[config.mk]
export PLATFORM = sky130hd
export DESIGN_NAME = swk_sequencer
export DESIGN_NICKNAME = d
export VERILOG_FILES = /design/src/swk_pkg.sv /design/src/swk_key_wake.sv /design/src/swk_sequencer.sv
export SDC_FILE = /design/constraint.sdc
export NUM_CORES = 1
export LEC_CHECK = 0
export BUFFER_PORTS_ARGS = -buffer_cell sky130_fd_sc_hd__buf_2
export CAP_MARGIN = 10
export CORE_MARGIN = 8
export CORE_UTILIZATION = 50
export CTS_CLUSTER_DIAMETER = 100
export DETAILED_ROUTE_END_ITERATION = 6
export PLACE_DENSITY = 0.79
export SYNTH_ARGS = -nofsm -noshare
export SYNTH_HDL_FRONTEND = slang
export SYNTH_HIERARCHICAL = 1
export SYNTH_SLANG_ARGS = --single-unit
[constraint.sdc]
create_clock -name pclk -period 2.1 [get_ports pclk]
set_input_delay 0.63 -clock pclk [delete_from_list [all_inputs] [get_ports pclk]]
set_output_delay 0.63 -clock pclk [all_outputs]
set_load 0.01 [all_outputs]
[src/swk_pkg.sv]
// Constants, state codes and carrier types of the stop-mode wake sequencer.
package swk_pkg;

   // ******************************************************************
   // Register map (byte addresses on the APB)
   // ******************************************************************
   localparam logic [7:0] SWK_ADDR_CTRL     = 8'h00;
   localparam logic [7:0] SWK_ADDR_WAKE_EN  = 8'h04;
   localparam logic [7:0] SWK_ADDR_T3       = 8'h08;
   localparam logic [7:0] SWK_ADDR_T4       = 8'h0C;
   localparam logic [7:0] SWK_ADDR_STATUS   = 8'h10;
   localparam logic [7:0] SWK_ADDR_IRQ_STAT = 8'h14;
   localparam logic [7:0] SWK_ADDR_IRQ_MASK = 8'h18;
   localparam logic [7:0] SWK_ADDR_PULLUP   = 8'h1C;

   // ******************************************************************
   // Field positions
   // ******************************************************************
   localparam int SWK_CTRL_HALT   = 0;
   localparam int SWK_CTRL_SUBSEL = 1;
   localparam int SWK_CTRL_RUN    = 2;

   localparam int SWK_IRQ_WAKE    = 0;
   localparam int SWK_IRQ_T3      = 1;
   localparam int SWK_IRQ_T4      = 2;
   localparam int SWK_IRQ_RESUME  = 3;
   localparam int SWK_NUM_IRQ     = 4;

   // Wake source index doubles as the interrupt vector number.
   localparam int SWK_SRC_IRQ0    = 0;
   localparam int SWK_SRC_IRQ1    = 1;
   localparam int SWK_SRC_CNTR    = 2;
   localparam int SWK_SRC_TIMER1  = 3;
   localparam int SWK_SRC_TIMER2  = 4;
   localparam int SWK_SRC_SERIAL  = 5;
   localparam int SWK_SRC_KEY     = 6;
   localparam int SWK_NUM_SRC     = 7;

   // Synchronised pins: three wake pins and the sub oscillator clock.
   localparam int SWK_PIN_SUBCLK  = 3;
   localparam int SWK_NUM_PINS    = 4;
   localparam int SWK_KEY_BITS    = 8;

   // ******************************************************************
   // Reset values and counts
   // ******************************************************************
   localparam logic [7:0] SWK_T3_HALT_LOAD  = 8'hFF;
   localparam logic [7:0] SWK_T4_HALT_LOAD  = 8'h07;
   localparam logic [7:0] SWK_TIMER_RESET   = 8'hFF;
   localparam logic [3:0] SWK_PRESCALE_LAST = 4'hF;
   localparam logic [2:0] SWK_CTRL_RESET    = 3'h0;
   localparam logic [6:0] SWK_WAKE_EN_RESET = 7'h00;
   localparam logic [3:0] SWK_MASK_RESET    = 4'h0;
   localparam logic [7:0] SWK_PULLUP_RESET  = 8'h00;

   typedef enum logic [1:0] {
      SWK_RUN       = 2'b00,
      SWK_HALTED    = 2'b01,
      SWK_STABILISE = 2'b11,
      SWK_RESUME    = 2'b10
   } swk_state_e;

   typedef struct packed {
      logic timer1;
      logic timer2;
      logic serial;
   } swk_wake_s;

   typedef struct packed {
      logic main_osc_enable;
      logic sub_osc_enable;
      logic internal_clock;
      logic cpu_stopped;
   } swk_clk_s;

endpackage

[src/swk_key_wake.sv]
// Key port input conditioning with per-bit pull-up and key wake-up detect.
`timescale 1ns/10ps
`default_nettype none
module swk_key_wake
   import swk_pkg::*;
(
   input  wire logic                    pclk,          // System clock.
   input  wire logic                    presetn,       // Async reset, low.
   input  wire logic [SWK_KEY_BITS-1:0] key_pins,      // Key port pins.
   input  wire logic [SWK_KEY_BITS-1:0] pullup_sel,    // Pull-up select.
   output logic      [SWK_KEY_BITS-1:0] key_pullup_en, // Pull-up drive.
   output logic      [SWK_KEY_BITS-1:0] key_level,     // Filtered level.
   output logic                         key_wake       // Key press pulse.
);
   import swk_pkg::*;

   typedef struct packed {
      logic [SWK_KEY_BITS-1:0] s1;
      logic [SWK_KEY_BITS-1:0] s2;
      logic [SWK_KEY_BITS-1:0] s3;
      logic [SWK_KEY_BITS-1:0] lvl;
      logic [SWK_KEY_BITS-1:0] pull;
      logic                    wake;
   } swk_key_s;

   swk_key_s r_q;
   swk_key_s r_d;

   always_comb
   begin
      r_d      = r_q;
      r_d.wake = 1'b0;
      r_d.s1   = key_pins;
      r_d.s2   = r_q.s1;
      r_d.s3   = r_q.s2;
      r_d.pull = pullup_sel;
      for (int i = 0; i < SWK_KEY_BITS; i++)
      begin
         if ((r_q.s2[i] == r_q.s3[i]) && (r_q.s3[i] != r_q.lvl[i]))
         begin
            r_d.lvl[i] = r_q.s3[i];
            // RULE10 key press wakes
            if (!r_q.s3[i])
            begin
               r_d.wake = 1'b1;
            end
         end
      end
   end

   // Levels reset high, as idle keys are pulled up.
   always_ff @(posedge pclk or negedge presetn)
   begin
      if (!presetn)
      begin
         r_q <= '{s1: '1, s2: '1, s3: '1, lvl: '1,
                  pull: SWK_PULLUP_RESET, wake: 1'b0};
      end
      else
      begin
         r_q <= r_d;
      end
   end

   // RULE10 per-bit pull-up
   assign key_pullup_en = r_q.pull;
   assign key_level     = r_q.lvl;
   assign key_wake      = r_q.wake;

endmodule // swk_key_wake
`default_nettype wire

[src/swk_sequencer.sv]
// Stop-mode entry and wake-up sequencer with APB registers and interrupt.
//
// Summary of operation
// RULE1 - Software disables the timer 3 and timer 4 interrupts before halting.
// RULE2 - Software selects a divide-by-16 source for timer 3 and runs both.
// RULE3 - Software loads timer values that cannot overflow before the halt.
// RULE4 - Software enables the wake source and clears the timer 4 flag first.
// RULE5 - The halt command stops both the main and the sub oscillator.
// RULE6 - Only pins, counters, timers 1 and 2, serial and keys end the halt.
// RULE7 - A wake restarts both oscillators and runs the timer 3 to 4 chain.
// RULE8 - The system clock restarts only when timer 4 overflows.
// RULE9 - Execution resumes at the vector of the source that woke the device.
// RULE10 - The key port can wake the device and has a pull-up on each bit.
// RULE11 - Halting chains the timers and loads them with FF and 07.
// RULE12 - The internal clock stays high until timer 4 overflows.
// RULE13 - All registers keep their contents while the device is halted.
//
// The APB register port and the register addresses were decided locally.
`timescale 1ns/10ps
`default_nettype none
module swk_sequencer
   import swk_pkg::*;
(
   input  wire logic                    pclk,                 // 50 MHz clock.
   input  wire logic                    presetn,              // Async, low.
   input  wire logic                    psel,                 // APB select.
   input  wire logic                    penable,              // APB enable.
   input  wire logic                    pwrite,               // APB write.
   input  wire logic [7:0]              paddr,                // APB address.
   input  wire logic [31:0]             pwdata,               // APB wdata.
   output logic      [31:0]             prdata,               // APB rdata.
   output logic                         pready,               // APB ready.
   output logic                         pslverr,              // APB error.
   input  wire logic                    external_irq_zero,    // Pin irq 0.
   input  wire logic                    external_irq_one,     // Pin irq 1.
   input  wire logic                    counter_pin_irq,      // Counter pin.
   input  wire logic                    sub_oscillator_clock, // Sub clock.
   input  wire swk_pkg::swk_wake_s      wake_src,             // Peer events.
   input  wire logic [SWK_KEY_BITS-1:0] key_pins,             // Key port.
   output logic      [SWK_KEY_BITS-1:0] key_pullup_en,        // Pull-ups.
   output swk_pkg::swk_clk_s            clk_ctl,              // Clock ctrl.
   output logic                         wake_resume,          // Resume pulse.
   output logic      [2:0]              wake_vector,          // Vector index.
   output logic                         irq                   // Interrupt.
);
   import swk_pkg::*;

   // ******************************************************************
   // State
   // ******************************************************************
   typedef struct packed {
      swk_state_e              state;
      logic [2:0]              ctrl;
      logic [SWK_NUM_SRC-1:0]  wake_en;
      logic [7:0]              t3;
      logic [7:0]              t4;
      logic [3:0]              pre_main;
      logic [3:0]              pre_sub;
      logic [SWK_NUM_PINS-1:0] s1;
      logic [SWK_NUM_PINS-1:0] s2;
      logic [SWK_NUM_PINS-1:0] s3;
      logic [SWK_NUM_PINS-1:0] lvl;
      logic [SWK_NUM_IRQ-1:0]  stat;
      logic [SWK_NUM_IRQ-1:0]  mask;
      logic [7:0]              pull_sel;
      logic [31:0]             rdata;
      logic [2:0]              vec;
      logic                    resume;
      logic                    main_en;
      logic                    sub_en;
      logic                    phi;
      logic                    irq;
   } swk_seq_s;

   swk_seq_s r_q;
   swk_seq_s r_d;

   logic [SWK_KEY_BITS-1:0] key_level;
   logic                    key_wake;

   // ******************************************************************
   // Decode helpers
   // ******************************************************************
   function automatic logic addr_ok(input logic [7:0] a);
      addr_ok = (a[1:0] == 2'h0) && (a <= SWK_ADDR_PULLUP);
   endfunction

   // Lowest index wins when several sources arrive together.
   function automatic logic [2:0] first_src(input logic [SWK_NUM_SRC-1:0] v);
      first_src = 3'h0;
      for (int i = SWK_NUM_SRC - 1; i >= 0; i--)
      begin
         if (v[i])
         begin
            first_src = 3'(i);
         end
      end
   endfunction

   // ******************************************************************
   // Key port
   // ******************************************************************
   swk_key_wake u_key (
      .pclk          (pclk),
      .presetn       (presetn),
      .key_pins      (key_pins),
      .pullup_sel    (r_q.pull_sel),
      .key_pullup_en (key_pullup_en),
      .key_level     (key_level),
      .key_wake      (key_wake)
   );

   // ******************************************************************
   // Next state
   // ******************************************************************
   logic [SWK_NUM_PINS-1:0] pin_in;
   logic [SWK_NUM_PINS-1:0] pin_edge;
   logic [SWK_NUM_SRC-1:0]  wake_ev;
   logic [SWK_NUM_IRQ-1:0]  irq_set;
   logic [SWK_NUM_IRQ-1:0]  irq_clr;
   logic                    wr;
   logic                    main_tick;
   logic                    sub_tick;
   logic                    tick;
   logic                    t_en;
   logic                    t3_uf;
   logic                    t4_uf;
   logic                    halt_cmd;

   assign pin_in = {sub_oscillator_clock, counter_pin_irq,
                    external_irq_one, external_irq_zero};

   always_comb
   begin
      r_d       = r_q;
      r_d.resume = 1'b0;
      pin_edge  = '0;
      irq_set   = '0;
      irq_clr   = '0;
      main_tick = 1'b0;
      sub_tick  = 1'b0;
      t3_uf     = 1'b0;
      t4_uf     = 1'b0;

      // A pin change counts once the second and third stages agree.
      r_d.s1 = pin_in;
      r_d.s2 = r_q.s1;
      r_d.s3 = r_q.s2;
      for (int i = 0; i < SWK_NUM_PINS; i++)
      begin
         if ((r_q.s2[i] == r_q.s3[i]) && (r_q.s3[i] != r_q.lvl[i]))
         begin
            r_d.lvl[i]  = r_q.s3[i];
            pin_edge[i] = 1'b1;
         end
      end

      // RULE6 timers 3 and 4 excluded
      wake_ev = {key_wake, wake_src.serial, wake_src.timer2,
                 wake_src.timer1, pin_edge[SWK_SRC_CNTR],
                 pin_edge[SWK_SRC_IRQ1], pin_edge[SWK_SRC_IRQ0]};

      // Divide-by-16 prescalers only run while their oscillator runs.
      if (r_q.main_en)
      begin
         r_d.pre_main = r_q.pre_main + 4'h1;
         main_tick    = (r_q.pre_main == SWK_PRESCALE_LAST);
      end
      if (r_q.sub_en && pin_edge[SWK_PIN_SUBCLK] && r_q.s3[SWK_PIN_SUBCLK])
      begin
         r_d.pre_sub = r_q.pre_sub + 4'h1;
         sub_tick    = (r_q.pre_sub == SWK_PRESCALE_LAST);
      end
      tick = r_q.ctrl[SWK_CTRL_SUBSEL] ? sub_tick : main_tick;

      // RULE7 divided clock feeds the chain
      t_en = ((r_q.state == SWK_RUN) && r_q.ctrl[SWK_CTRL_RUN]) ||
             (r_q.state == SWK_STABILISE);
      if (t_en && tick)
      begin
         r_d.t3 = r_q.t3 - 8'h01;
         t3_uf  = (r_q.t3 == 8'h00);
         if (t3_uf)
         begin
            r_d.t4 = r_q.t4 - 8'h01;
            t4_uf  = (r_q.t4 == 8'h00);
         end
      end
      irq_set[SWK_IRQ_T3] = t3_uf;
      irq_set[SWK_IRQ_T4] = t4_uf;

      // RULE13 writes blocked outside normal run
      wr = psel && penable && pwrite && addr_ok(paddr) &&
           (r_q.state == SWK_RUN);
      halt_cmd = 1'b0;
      if (wr)
      begin
         unique case (paddr)
            SWK_ADDR_CTRL:
            begin
               r_d.ctrl = pwdata[2:0];
               r_d.ctrl[SWK_CTRL_HALT] = 1'b0;
               halt_cmd = pwdata[SWK_CTRL_HALT];
            end
            SWK_ADDR_WAKE_EN:  r_d.wake_en = pwdata[SWK_NUM_SRC-1:0];
            SWK_ADDR_T3:       r_d.t3      = pwdata[7:0];
            SWK_ADDR_T4:       r_d.t4      = pwdata[7:0];
            SWK_ADDR_IRQ_STAT: irq_clr     = pwdata[SWK_NUM_IRQ-1:0];
            SWK_ADDR_IRQ_MASK: r_d.mask    = pwdata[SWK_NUM_IRQ-1:0];
            SWK_ADDR_PULLUP:   r_d.pull_sel = pwdata[7:0];
            default:           r_d.pull_sel = r_q.pull_sel;
         endcase
      end

      unique case (r_q.state)
         SWK_RUN:
         begin
            if (halt_cmd)
            begin
               // RULE5 both oscillators stop
               r_d.state   = SWK_HALTED;
               r_d.main_en = 1'b0;
               r_d.sub_en  = 1'b0;
               // RULE11 forced chain preload
               r_d.t3      = SWK_T3_HALT_LOAD;
               r_d.t4      = SWK_T4_HALT_LOAD;
            end
         end
         SWK_HALTED:
         begin
            // RULE6 accepted wake ends the halt
            if (|(wake_ev & r_q.wake_en))
            begin
               r_d.state   = SWK_STABILISE;
               r_d.vec     = first_src(wake_ev & r_q.wake_en);
               // RULE7 oscillators restart
               r_d.main_en = 1'b1;
               r_d.sub_en  = 1'b1;
               irq_set[SWK_IRQ_WAKE] = 1'b1;
            end
         end
         SWK_STABILISE:
         begin
            // RULE8 wait for timer 4 overflow
            if (t4_uf)
            begin
               r_d.state = SWK_RESUME;
            end
         end
         SWK_RESUME:
         begin
            // RULE9 resume at wake vector
            r_d.state  = SWK_RUN;
            r_d.resume = 1'b1;
            irq_set[SWK_IRQ_RESUME] = 1'b1;
         end
      endcase

      // RULE12 clock held high unless running
      r_d.phi = ((r_q.state == SWK_RUN) && (r_d.state == SWK_RUN)) ?
                ~r_q.phi : 1'b1;

      // A flag raised in the clearing cycle survives the clear.
      r_d.stat = (r_q.stat & ~irq_clr) | irq_set;
      r_d.irq  = |(r_d.stat & r_q.mask);

      // Read data is captured in the setup phase, so no wait state.
      if (psel && !penable)
      begin
         unique case (paddr)
            SWK_ADDR_CTRL:     r_d.rdata = {29'h0, r_q.ctrl};
            SWK_ADDR_WAKE_EN:  r_d.rdata = {25'h0, r_q.wake_en};
            SWK_ADDR_T3:       r_d.rdata = {24'h0, r_q.t3};
            SWK_ADDR_T4:       r_d.rdata = {24'h0, r_q.t4};
            SWK_ADDR_STATUS:   r_d.rdata = {16'h0, key_level, 1'b0, r_q.vec,
                                            r_q.sub_en, r_q.main_en,
                                            r_q.state};
            SWK_ADDR_IRQ_STAT: r_d.rdata = {28'h0, r_q.stat};
            SWK_ADDR_IRQ_MASK: r_d.rdata = {28'h0, r_q.mask};
            SWK_ADDR_PULLUP:   r_d.rdata = {24'h0, r_q.pull_sel};
            default:           r_d.rdata = 32'h0000_0000;
         endcase
      end
   end

   // ******************************************************************
   // Registers
   // ******************************************************************
   always_ff @(posedge pclk or negedge presetn)
   begin
      if (!presetn)
      begin
         r_q <= '{state: SWK_RUN, ctrl: SWK_CTRL_RESET,
                  wake_en: SWK_WAKE_EN_RESET, t3: SWK_TIMER_RESET,
                  t4: SWK_TIMER_RESET, pre_main: 4'h0, pre_sub: 4'h0,
                  s1: '0, s2: '0, s3: '0, lvl: '0, stat: '0,
                  mask: SWK_MASK_RESET, pull_sel: SWK_PULLUP_RESET,
                  rdata: 32'h0000_0000, vec: 3'h0, resume: 1'b0,
                  main_en: 1'b1, sub_en: 1'b1, phi: 1'b1, irq: 1'b0};
      end
      else
      begin
         r_q <= r_d;
      end
   end

   // ******************************************************************
   // Outputs
   // ******************************************************************
   assign prdata  = r_q.rdata;
   assign pready  = 1'b1;
   assign pslverr = psel && penable && !addr_ok(paddr);

   assign clk_ctl.main_osc_enable = r_q.main_en;
   assign clk_ctl.sub_osc_enable  = r_q.sub_en;
   assign clk_ctl.internal_clock  = r_q.phi;
   assign clk_ctl.cpu_stopped     = (r_q.state != SWK_RUN);
   assign wake_resume = r_q.resume;
   assign wake_vector = r_q.vec;
   assign irq         = r_q.irq;

endmodule // swk_sequencer
`default_nettype wire

==> metrics.csv <==
metric,value,unit
Max Clk Rate,0.466,GHz
switching part of the total,0.227,
Combinational Power Share,0.052,
Final setup viols,1,
Synth Flop Type,dfrtp_1,
first drt pass iteration count,5,
Starting Density,0.509,
post-synthesis sequential area ratio,0.551,
Power Density,819,mW/mm²
met3 wire len,1000,µm
layout cells sized above 1,0.404,
asr flop ratio synth,1.00,
RSZ-0062 raised after global routing,yes,
DRC viols,0,
Crit Path Class,in2out,
post-route antenna net violation count,0,
failing checks,setup timing,
P_int,4.59,mW
setup ws final,-0.0443,ns
critical path peak fanout,2,
Clock Latency Late Sink,0.41,ns
fin cells,769,
Fin Clk Skew,0.00869,ns
clock slew at reported path FFs,0.06,ns
clk sinks,131,
routed wire length,14800,µm
crit start category,primary input,
Ys Warns,6,
vias,4321,
Final Cell Area,0.00725,mm²
IO Port Bufs,69,
"EDFF count, synth",0,
CTS Hold Bufs,0,
drt via density,5.62,
Final Hold Fails,0,
Max-slew headroom,0.558,
Initial DRC Count,371,
vias in the first global route,4581,
Clock power frac,0.487,
area growth from synthesis to layout,19.6,%
PnR Total Power,5.94,mW
Ports,111,
placed cell count,734,
first-pass GRT wire length,23900,µm
Avg WL per Cell,19.2,µm
Avg Inst Size Synth,11.6,µm²
length of routed wiring on met1,6210,µm
Fill cells,954,
Setup TNS,-0.0443,ns
Worst Path Required,1.47,ns
Final GP Congestion,0.911,
HPWL Detailed,10500,µm
Psw,1.35,mW
CTS Buf Count,17,
nets@finish,674,
Netlist cell types,69,
Hold WS,0.314,ns
fin. max-slew vios,0,
All-Layer GR Usage,0.190,
CP endpoint kind,primary output,
root buffer cell,clkbuf_16,
largest net degree at the start of global routing,132,
sequential power share,0.461,
period utilisation layout,1.02,
Die Y,126,µm
Placement Cell Area,0.00660,mm²
die area,0.0159,mm²
leakage,3.39,nW
met2 WL,7050,µm
crit path time final,2.14,ns
Post-Route Utilization,0.609,
VDD IR-drop max,493,µV
actual slew at the worst max-slew pin,0.663,ns
core footprint,0.0119,mm²
setup slack at placement,-0.363,ns
antenna cells,0,
hold crit path type,in2reg,
CP arrival,1.51,ns
max cap viols,0,
initial antenna violation count,0,
status,"complete, but fails checks",
die width,126,µm
Clock Tree Buf Depth,2,
H-tree levels,4,
Yosys reg bits,131,
FP Rows,40,
Post-Syn Area,0.00606,mm²
CTS tree,yes,
Cells after Synth,524,
GRT overflow,0,
Highest Signal Layer,met4,
## power by group through the flow
stage	logic [mW]	clock network (mW)	registers [mW]
finish	0.309	2.89	2.74
global route	0.346	3.04	2.75
CTS	0.311	2.93	2.74
detailed placement	0.301	0	2.78
global placement	0.289	0	2.76
floorplan	0.185	0	2.75
## critical path, stage by stage
cell and delay [ns]:
buf_6 0.09, or3_4 0.39, nor3_4 0.18, nor2_2 0.07, buf_2 0.14
## kinds of logic (layout without fill, tap and decap cells)
kind of cell    Yosys count  after routing  share of synthesized area
compound gates           93             93                      0.104
xor+xnor                 19             19                     0.0274
fa+ha+maj                15             15                     0.0268
buf+inv                  80            163                     0.0902
flops                   131            131                      0.551
mux                      34             34                     0.0646
other cells               2             17                    0.00124
simple gates            150            150                      0.135
## final timing paths
path | startpoint | to | slack, ns | depth (start not counted)
max | paddr[6] | pslverr | -0.04 | 5
min | key_pins[0] | u_key/r_d[25] | 0.31 | 1
max reg2reg | r_q[83] | irq | 0.03 | 6
min reg2reg | r_d[67] | r_d[63] | 0.35 | 0
max in group asynchronous | presetn | r_q[49] | 1.29 | 2
min in group asynchronous | presetn | prdata[11] | 0.34 | 2
## routing by layer
layer	global-route usage	up-vias
met2	0.298	170
met4	0.0991	0
met1	0.237	2153
met3	0.0506	30
li1	-	1968
met5	0	-
## cells in the mapped netlist (3+ instances only)
master,instances,share of area
dfrtp_1,81,0.33
buf_4,56,0.069
nand2_1,53,0.033
dfstp_2,50,0.22
nor2_1,30,0.019
o21ai_0,24,0.020
a21oi_1,18,0.015
xnor2_1,18,0.026
mux2_2,17,0.032
mux2i_1,11,0.018
inv_1,10,0.0062
maj3_1,10,0.017
nand3_1,10,0.0083
nor3_1,8,0.0066
a222oi_1,6,0.0099
mux2_4,6,0.015
nor4_1,6,0.0062
a22oi_1,5,0.0062
a31oi_1,5,0.0052
buf_2,5,0.0041
ha_1,5,0.010
nand4_1,5,0.0052
o2111ai_1,5,0.0072
a221oi_1,4,0.0058
buf_6,4,0.0074
clkbuf_1,4,0.0025
o21ai_1,4,0.0033
or3_1,4,0.0041
a21o_1,3,0.0037
a22o_1,3,0.0043
and3b_1,3,0.0043
and4b_1,3,0.0050
nand4b_1,3,0.0043
## cells in the final DEF (no fill, tap or decap), drive strengths merged, types with 14 or more instances in the layout
master	count
dfstp	50
buf	121
mux2	23
o21ai	28
xnor2	18
nand2	54
nor2	32
dfrtp	81
conb	17
clkbuf	23
a21oi	18
inv	14
## flip-flops by register name, indices dropped and copies added, names as in the netlist
signal               cells
u_key/r_q                8
u_key/key_pullup_en      8
u_key/r_d               16
r_q                     59
u_key/key_wake           1
r_d                      8
wake_vector              3
u_key/key_level          8
wake_resume              1
prdata                  16
irq                      1
clk_ctl                  2
## final cells by class
cell class                      count  area (µm²)  share of cell area
Inverter                           10        37.5             0.00518
Clock buffer                       23         499              0.0689
Multi-Input combinational cell    328        2320               0.320
Clock inverter                      9        93.8              0.0129
Sequential cell                   131        3340               0.461
Tap cell                          147         184              0.0254
Timing Repair Buffer              121         773               0.107
## timing repair
action,CTS,global route
pin swaps,3,2
setup endpoints to repair,1,9
setup buffers,3,0
resized for setup,2,5
Power figures use the tool's default switching activity.
